`config.mk`:
```
export PLATFORM = sky130hd
export DESIGN_NAME = oni_regs
export DESIGN_NICKNAME = d
export VERILOG_FILES = /design/src/rtl/oni_pkg.sv /design/src/rtl/oni_regs.sv
export VERILOG_INCLUDE_DIRS = /design/src /design/src/rtl
export SDC_FILE = /design/constraint.sdc
export NUM_CORES = 1
export LEC_CHECK = 0
export BUFFER_PORTS_ARGS = -buffer_cell sky130_fd_sc_hd__buf_4
export CAP_MARGIN = 20
export CORE_MARGIN = 4
export CORE_UTILIZATION = 50
export CTS_BUF_LIST = sky130_fd_sc_hd__clkbuf_4
export CTS_CLUSTER_SIZE = 25
export DETAILED_ROUTE_END_ITERATION = 8
export PLACE_DENSITY = 0.79
export SETUP_SLACK_MARGIN = 0.1
export SLEW_MARGIN = 15
export SYNTH_ARGS = -nofsm -noshare
export SYNTH_HDL_FRONTEND = slang
export SYNTH_SLANG_ARGS = --single-unit
```
`constraint.sdc`:
```
create_clock -name pclk -period 1.8 [get_ports pclk]
set_input_delay 0.09 -clock pclk [delete_from_list [all_inputs] [get_ports pclk]]
set_output_delay 0.09 -clock pclk [all_outputs]
set_load 0.1 [all_outputs]
```
`src/rtl/oni_defines.svh`:
```
// register map, field positions, reset values and fixed codes of the node identity block
`ifndef ONI_DEFINES_SVH
`define ONI_DEFINES_SVH
`define ONI_OFF_BUS_OPT   8'h20
`define ONI_OFF_ID_UPPER  8'h24
`define ONI_OFF_ID_LOWER  8'h28
`define ONI_OFF_ROM_BASE  8'h34
`define ONI_OFF_FW_LOW    8'h38
`define ONI_OFF_FW_HIGH   8'h3C
`define ONI_OFF_IRQ_STAT  8'h60
`define ONI_OFF_IRQ_MASK  8'h64
`define ONI_OFF_ID_STAT   8'h68
`define ONI_ID_RESET      32'h0000_0000
`define ONI_ROM_RESET     22'h00_0000
`define ONI_FW_RESET      32'h0000_0000
`define ONI_MAX_REC_RESET 4'hA
`define ONI_LINK_SPEED    3'h2
`define ONI_ROM_WIN_TAG   38'h3F_FFFC_0001
`define ONI_SETTLE_CYC    2'h3
`define ONI_EV_FAIL       0
`define ONI_EV_LOCK       1
`define ONI_EV_GEN        2
`define ONI_NUM_EV        3
`endif

```
`src/rtl/oni_pkg.sv`:
```
// types of the node identity register block
package oni_pkg;
    // identifier load states, gray coded along wait -> eeprom or firmware -> locked
    typedef enum logic [1:0] {
        ONI_ID_WAIT   = 2'h0,
        ONI_ID_EEPROM = 2'h1,
        ONI_ID_FW     = 2'h2,
        ONI_ID_LOCKED = 2'h3
    } oni_id_state_t;

    typedef struct packed {
        logic [1:0]    sync;
        logic [1:0]    settle;
        oni_id_state_t id_st;
        logic [1:0]    id_wr;
        logic [31:0]   id_upper;
        logic [31:0]   id_lower;
        logic [21:0]   rom_base;
        logic [31:0]   fw_low;
        logic [31:0]   fw_high;
        logic [1:0]    gen;
        logic [3:0]    max_rec;
        logic          rom_dirty;
        logic [2:0]    ist;
        logic [2:0]    imask;
        logic          irq;
        logic          pready;
        logic          pslverr;
        logic [31:0]   prdata;
        logic          rd_valid;
        logic          rd_miss;
        logic [31:0]   rd_addr;
    } oni_state_t;
endpackage

```
`src/rtl/oni_regs.sv`:
```
// node identity, bus options, rom mapping and failed write capture registers
//
// Our own choice: the APB register port.
`timescale 1ns/100ps
`default_nettype none
`include "oni_defines.svh"

module oni_regs #(
    parameter int AW = 8                        // apb address width
) (
    input  wire logic          pclk,            // 50 MHz clock
    input  wire logic          presetn,         // global reset pin, async low
    input  wire logic          ce,              // clock enable, freezes state when low
    input  wire logic          psel,            // apb select
    input  wire logic          penable,         // apb enable
    input  wire logic          pwrite,          // apb direction
    input  wire logic [AW-1:0] paddr,           // apb byte address
    input  wire logic [31:0]   pwdata,          // apb write data
    output logic               pready,          // apb ready
    output logic [31:0]        prdata,          // apb read data
    output logic               pslverr,         // apb error on unmapped address
    input  wire logic          soft_reset,      // software reset pulse
    input  wire logic          bus_reset,       // 1394 bus reset pulse
    input  wire logic          rom_changed,     // host rom image changed pulse
    input  wire logic          ee_present_pin,  // eeprom detect strap, async
    input  wire logic          ee_load_valid,   // eeprom identifier word pair valid
    input  wire logic [31:0]   ee_id_upper,     // eeprom upper identifier
    input  wire logic [31:0]   ee_id_lower,     // eeprom lower identifier
    input  wire logic          rom_rd_req,      // quadlet read request pulse
    input  wire logic [47:0]   rom_rd_offset,   // 1394 offset of the read
    output logic               rom_rd_valid,    // host address result pulse
    output logic               rom_rd_miss,     // offset outside rom window
    output logic [31:0]        rom_rd_addr,     // host memory address
    input  wire logic          pw_fail,         // posted write failure pulse
    input  wire logic [47:0]   pw_offset,       // failed write destination offset
    input  wire logic [15:0]   pw_source,       // requester_node_tag
    output logic               irq              // level interrupt
);

    if (AW < 7 || AW > 32)
    begin : g_chk
        $error("oni_regs: AW must be 7..32");
    end

    oni_pkg::oni_state_t r;
    oni_pkg::oni_state_t next_r;

    // read mux, used only by the bus read path
    function automatic logic [31:0] rd_mux(input oni_pkg::oni_state_t s,
                                           input logic [AW-1:0] a);
        logic [31:0] d;
        d = 32'h0000_0000;
        case (a)
            AW'(`ONI_OFF_BUS_OPT):  d = {16'h0000, s.max_rec, 4'h0, s.gen, 3'h0,
                                         `ONI_LINK_SPEED};
            AW'(`ONI_OFF_ID_UPPER): d = s.id_upper;
            AW'(`ONI_OFF_ID_LOWER): d = s.id_lower;
            AW'(`ONI_OFF_ROM_BASE): d = {s.rom_base, 10'h000};
            AW'(`ONI_OFF_FW_LOW):   d = s.fw_low;
            AW'(`ONI_OFF_FW_HIGH):  d = s.fw_high;
            AW'(`ONI_OFF_IRQ_STAT): d = {29'h0, s.ist};
            AW'(`ONI_OFF_IRQ_MASK): d = {29'h0, s.imask};
            AW'(`ONI_OFF_ID_STAT):  d = {28'h0, s.id_wr, s.id_st};
            default:                d = 32'h0000_0000;
        endcase
        return d;
    endfunction

    function automatic logic mapped(input logic [AW-1:0] a);
        logic m;
        m = 1'b0;
        case (a)
            AW'(`ONI_OFF_BUS_OPT), AW'(`ONI_OFF_ID_UPPER), AW'(`ONI_OFF_ID_LOWER),
            AW'(`ONI_OFF_ROM_BASE), AW'(`ONI_OFF_FW_LOW), AW'(`ONI_OFF_FW_HIGH),
            AW'(`ONI_OFF_IRQ_STAT), AW'(`ONI_OFF_IRQ_MASK),
            AW'(`ONI_OFF_ID_STAT): m = 1'b1;
            default:               m = 1'b0;
        endcase
        return m;
    endfunction

    logic        wr_en;
    logic [2:0]  ev;
    logic [2:0]  clr;

    // next state of the whole block
    always_comb
    begin
        next_r = r;
        ev     = 3'h0;
        clr    = 3'h0;
        wr_en  = psel && penable && r.pready && pwrite;

        // eeprom strap passes two flops before use
        next_r.sync = {r.sync[0], ee_present_pin};

        // apb: no wait state, answer registered at the edge that ends the setup cycle
        next_r.pready  = psel && !penable && !r.pready;
        next_r.pslverr = psel && !penable && !r.pready && !mapped(paddr);
        if (psel && !penable && !r.pready)
        begin
            next_r.prdata = pwrite ? 32'h0000_0000 : rd_mux(r, paddr);
        end

        // software writes take effect at the completing edge
        if (wr_en)
        begin
            case (paddr)
                AW'(`ONI_OFF_BUS_OPT):
                begin
                    next_r.max_rec = pwdata[15:12];
                    next_r.gen     = pwdata[7:6];
                end
                AW'(`ONI_OFF_ROM_BASE):
                begin
                    next_r.rom_base  = pwdata[31:10];
                    next_r.rom_dirty = 1'b1;
                end
                AW'(`ONI_OFF_IRQ_STAT): clr = pwdata[2:0];
                AW'(`ONI_OFF_IRQ_MASK): next_r.imask = pwdata[2:0];
                default: ;
            endcase
        end

        // identifier load: strap sampled after settling, then one source, then frozen
        case (r.id_st)
            oni_pkg::ONI_ID_WAIT:
            begin
                next_r.settle = r.settle + 2'h1;
                if (r.settle == `ONI_SETTLE_CYC)
                begin
                    next_r.id_st = r.sync[1] ? oni_pkg::ONI_ID_EEPROM : oni_pkg::ONI_ID_FW;
                end
            end
            oni_pkg::ONI_ID_EEPROM:
            begin
                // firmware writes are ignored while the eeprom owns the identifier
                if (ee_load_valid)
                begin
                    next_r.id_upper  = ee_id_upper;
                    next_r.id_lower  = ee_id_lower;
                    next_r.id_st     = oni_pkg::ONI_ID_LOCKED;
                    next_r.rom_dirty = 1'b1;
                    ev[`ONI_EV_LOCK] = 1'b1;
                end
            end
            oni_pkg::ONI_ID_FW:
            begin
                if (wr_en && paddr == AW'(`ONI_OFF_ID_UPPER) && !r.id_wr[1])
                begin
                    next_r.id_upper = pwdata;
                    next_r.id_wr[1] = 1'b1;
                end
                if (wr_en && paddr == AW'(`ONI_OFF_ID_LOWER) && !r.id_wr[0])
                begin
                    next_r.id_lower = pwdata;
                    next_r.id_wr[0] = 1'b1;
                end
                if (&next_r.id_wr)
                begin
                    next_r.id_st     = oni_pkg::ONI_ID_LOCKED;
                    next_r.rom_dirty = 1'b1;
                    ev[`ONI_EV_LOCK] = 1'b1;
                end
            end
            oni_pkg::ONI_ID_LOCKED: ;
            default: next_r.id_st = oni_pkg::ONI_ID_WAIT;
        endcase

        if (rom_changed)
        begin
            next_r.rom_dirty = 1'b1;
        end

        // generation count steps once per bus reset after a rom change
        if (bus_reset)
        begin
            next_r.rom_dirty = 1'b0;
            if (r.rom_dirty)
            begin
                next_r.gen      = r.gen + 2'h1;
                ev[`ONI_EV_GEN] = 1'b1;
            end
        end

        // soft reset touches only the change tracker; identity and max_rec survive
        if (soft_reset)
        begin
            next_r.rom_dirty = 1'b0;
        end

        // rom window translation, base low bits are zero so a splice is an add
        next_r.rd_valid = rom_rd_req;
        next_r.rd_miss  = rom_rd_req && rom_rd_offset[47:10] != `ONI_ROM_WIN_TAG;
        if (rom_rd_req)
        begin
            next_r.rd_addr = {r.rom_base, rom_rd_offset[9:0]};
        end

        // capture only on failure, otherwise hold for a consistent read
        if (pw_fail)
        begin
            next_r.fw_low  = pw_offset[31:0];
            next_r.fw_high = {pw_source, pw_offset[47:32]};
            ev[`ONI_EV_FAIL] = 1'b1;
        end

        // sticky status, a new event wins over a same-cycle clear
        next_r.ist = (r.ist & ~clr) | ev;
        next_r.irq = |(next_r.ist & next_r.imask);
    end

    // single state register, reset only by the global reset pin
    always_ff @(posedge pclk or negedge presetn)
    begin
        if (!presetn)
        begin
            r          <= '0;
            r.id_upper <= `ONI_ID_RESET;
            r.id_lower <= `ONI_ID_RESET;
            r.rom_base <= `ONI_ROM_RESET;
            r.fw_low   <= `ONI_FW_RESET;
            r.fw_high  <= `ONI_FW_RESET;
            r.max_rec  <= `ONI_MAX_REC_RESET;
            r.id_st    <= oni_pkg::ONI_ID_WAIT;
        end
        else if (ce)
        begin
            r <= next_r;
        end
    end

    assign pready       = r.pready;
    assign prdata       = r.prdata;
    assign pslverr      = r.pslverr;
    assign rom_rd_valid = r.rd_valid;
    assign rom_rd_miss  = r.rd_miss;
    assign rom_rd_addr  = r.rd_addr;
    assign irq          = r.irq;
endmodule

`default_nettype wire

```
==> impl_metrics.yaml <==
status:
  run_status: "finished with violations"
  failed_checks: "setup timing"
routing:
  firstDrtPassIters: 6
  via_count: 10760
  detail-route-antenna-nets: 0
  drt-vias-per-instance: 5.714
  drtIter0Drc: 1064
  routed_wl_um: 44790
  wl_per_cell_um: 23.79
  drc: 0
die:
  core_um2: 22780
  die_h_um: 160.8
  initial_core_util_pct: 51.26
  ioPinCount: 298
  rows: 55
  fp.dieArea_um2: 25860
  die_w_um: 160.8
placement:
  hpwl_um: 25800
  post-place-ws_ns: -0.1164
  placed_area_um2: 14370
  io_buffers: 297
  post-place-cells: 1535
  routabilityCongestion: 0.8933
logic_synthesis:
  synth_top_area_share_pct: 51.01
  yosysMostFrequentCell: "dfrtp_1"
  syn-num-nets: 1226
  netlist_instances: 992
  synthTopCellsByArea: "dfrtp_1 (51%), mux2_2 (11%), mux2_1 (4.6%)"
  yosysTopAreaCell: "dfrtp_1"
  synthTopCellsByCount: "dfrtp_1 (238), mux2_2 (117), nand2_1 (83), inv_1 (74), o21ai_0 (70)"
  synth.distinct_cells: 59
  ys_async_sr_fraction_pct: 100.0
  yosysSeqAreaShare_pct: 51.46
  ys_dominant_reg_cell: "dfrtp_1"
  avgSynthCellArea_um2: 11.77
  synth-warning-count: 0
  synth_edf_count: 0
  ys_ff_latch: 240
  netlist_area_um2: 11680
sta:
  tns_ns: -0.7633
  finClkSkew_ns: 0.07323
  hold_viol_final: 0
  grt_setup_unrepaired: "yes"
  fin_ws_ns: -0.05135
  tightestPinTransition_ns: 0.6175
  period_minus_slack_ns: 1.851
  fin_crit_sh_pct: 102.9
  setup_viol: 39
  slew_headroom_pct: 58.84
  clock.fmax_mhz: 540.1
  slew_violations: 0
finish:
  finalNonFillerCells: 1883
  nFillCells: 1321
  drive_gt1_share_pct: 44.38
  stdcell_area_um2: 17800
  multiInputGateArea_um2: 4962
  syn2layout_area_growth_pct: 52.41
  nets: 1757
  ff_latch_area_um2: 6012
cts:
  clk-insertion-delay-late_ns: 0.76
  cts_sinks: 240
  clk_pin_slew_ns: 0.07
  cts_tree: "yes"
  cts_buffers: 60
  htreeDepth: 2
  clockRootBuffer: "clkbuf_4"
  clockBufferDepth: 3
global_routing:
  grt_pass1_vias: 12030
  grt_remaining_overflow: 0
  track_usage_pct: 33.10
  grt_max_degree: 58
  grt_pass1_wl_um: 66780
  antenna_found_initial: 4
setup_path:
  end_kind: "register"
  path_class: "reg -> reg"
  start_kind: "register"
  required_ns: 2.41
  critPathMaxFanout: 8
  worstPathArrival_ns: 2.46
power_and_ir_drop:
  p_seq_share_pct: 46.3
  pwr-share-clk_pct: 36.8
  power_uw: 12670
  p_per_area_nw_per_um2: 711.8
  peakVddDrop_mv: 0.5701
  swShare_pct: 28.38
  p_switching_uw: 3595
  power_frac_comb_pct: 16.9
  p_int_uw: 9072
  power_leakage_uw: 0.009028
flow_run:
  cap_viol_max_count: 0
worst_hold_path:
  min_path_type: "in -> reg"
-- per-layer routing --
layer	share of wire, %	vias up	track usage (%)
li1	-	4592	-
met1	36	5309	37.67
met5	0	-	0
met3	7.8	177	6.723
met4	5.6	0	19.85
met2	51	681	57.52
-- sequential cells by signal (all words and copies together), names as in the netlist --
register / count
rom_rd_addr: 32
pready: 1
rom_rd_valid: 1
rom_rd_miss: 1
irq: 1
next_r: 1
prdata: 32
r: 170
pslverr: 1
-- power by group through the flow --
| stage | clock, uW | sequential [uW] | combinational [uW] |
|---|---|---|---|
| floorplan | 0 | 5950 | 779 |
| global placement | 0 | 5920 | 1540 |
| detailed placement | 0 | 5940 | 1580 |
| CTS | 4640 | 5840 | 2030 |
| global route | 5010 | 5880 | 2260 |
| finish | 4660 | 5870 | 2140 |
-- per-stage QoR --
step,utilization (%),hold WS (ns)
finish,78.13,0.03172
global route,78.13,0.06556
CTS,77.02,0.005801
detailed placement,63.10,0.05925
global placement,63.10,0.05828
floorplan,-,-0.2056
-- kinds of logic after synthesis --
kind of cell | Yosys count | share of synthesized area, %
and+or+nand+nor | 153 | 6.869
xor gates and xnor gates | 1 | 0.07502
buffers and inverters | 199 | 8.937
AOI/OAI and AO/OA | 193 | 11.84
DFF | 240 | 51.46
muxes | 201 | 20.29
adders and majority gates | 5 | 0.5358
-- cells in the final DEF, fill, tap and decap left out, types with 5 or more instances in the layout --
cell type / n
buf_4: 343
dfrtp_1: 237
dlygate4sd3_1: 211
mux2_2: 114
clkbuf_4: 84
nand2_1: 78
inv_1: 72
o21ai_0: 69
mux2_4: 68
a22o_1: 35
a222oi_1: 29
a22oi_1: 23
buf_12: 20
mux2_1: 13
clkinv_1: 13
nand4_1: 12
buf_6: 11
nor2_1: 10
nand3_1: 10
a21oi_1: 7
mux2i_1: 6
and2_1: 5
clkinv_2: 5
clkbuf_16: 5
-- worst paths after layout --
path | slack (ns) | from | end | cells past startpoint
max reg2reg | -0.05 | pready$_DFFE_PN0P_ | r[235]$_DFFE_PN0P_ | 7
min reg2reg | 0.49 | r[236]$_DFFE_PN0P_ | r[236]$_DFFE_PN0P_ | 1
min | 0.03 | paddr[7] | pslverr$_DFFE_PN0P_ | 5
max in group asynchronous | 0.62 | presetn | r[79]$_DFFE_PN1P_ | 4
min in group asynchronous | 0.40 | presetn | prdata[13]$_DFFE_PN0P_ | 3
max | -0.05 | pready$_DFFE_PN0P_ | r[235]$_DFFE_PN0P_ | 7
-- repair_timing --
item / 4_1_cts / 5_1_grt
pin swaps: 0 / 15
resized for setup: 38 / 20
endpoints found under the setup margin: 69 / 98
cloned: 2 / 6
endpoints found under the hold margin: 479 / 0
setup buffers: 13 / 10
hold buffers: 211 / 0
-- final cells by class --
| class | instances | area share (%) |
|---|---|---|
| clock buffers | 84 | 3.544 |
| well taps | 313 | 2.201 |
| diodes | 4 | 0.05625 |
| inverters | 74 | 1.561 |
| clock inverters | 21 | 0.6468 |
| flip-flops and latches | 240 | 33.78 |
| multi-input cells | 553 | 27.88 |
| repair buffers | 594 | 30.32 |
-- critical path, stage by stage, from the launching register on --
cell and delay, ns:
dfrtp_4 0.48, and4_4 0.17, buf_6 0.13, buf_8 0.14, a31oi_2 0.25, o21ai_0 0.16, nand3_1 0.17, mux2i_1 0.22
No activity file was read; power rests on OpenSTA's default activity.
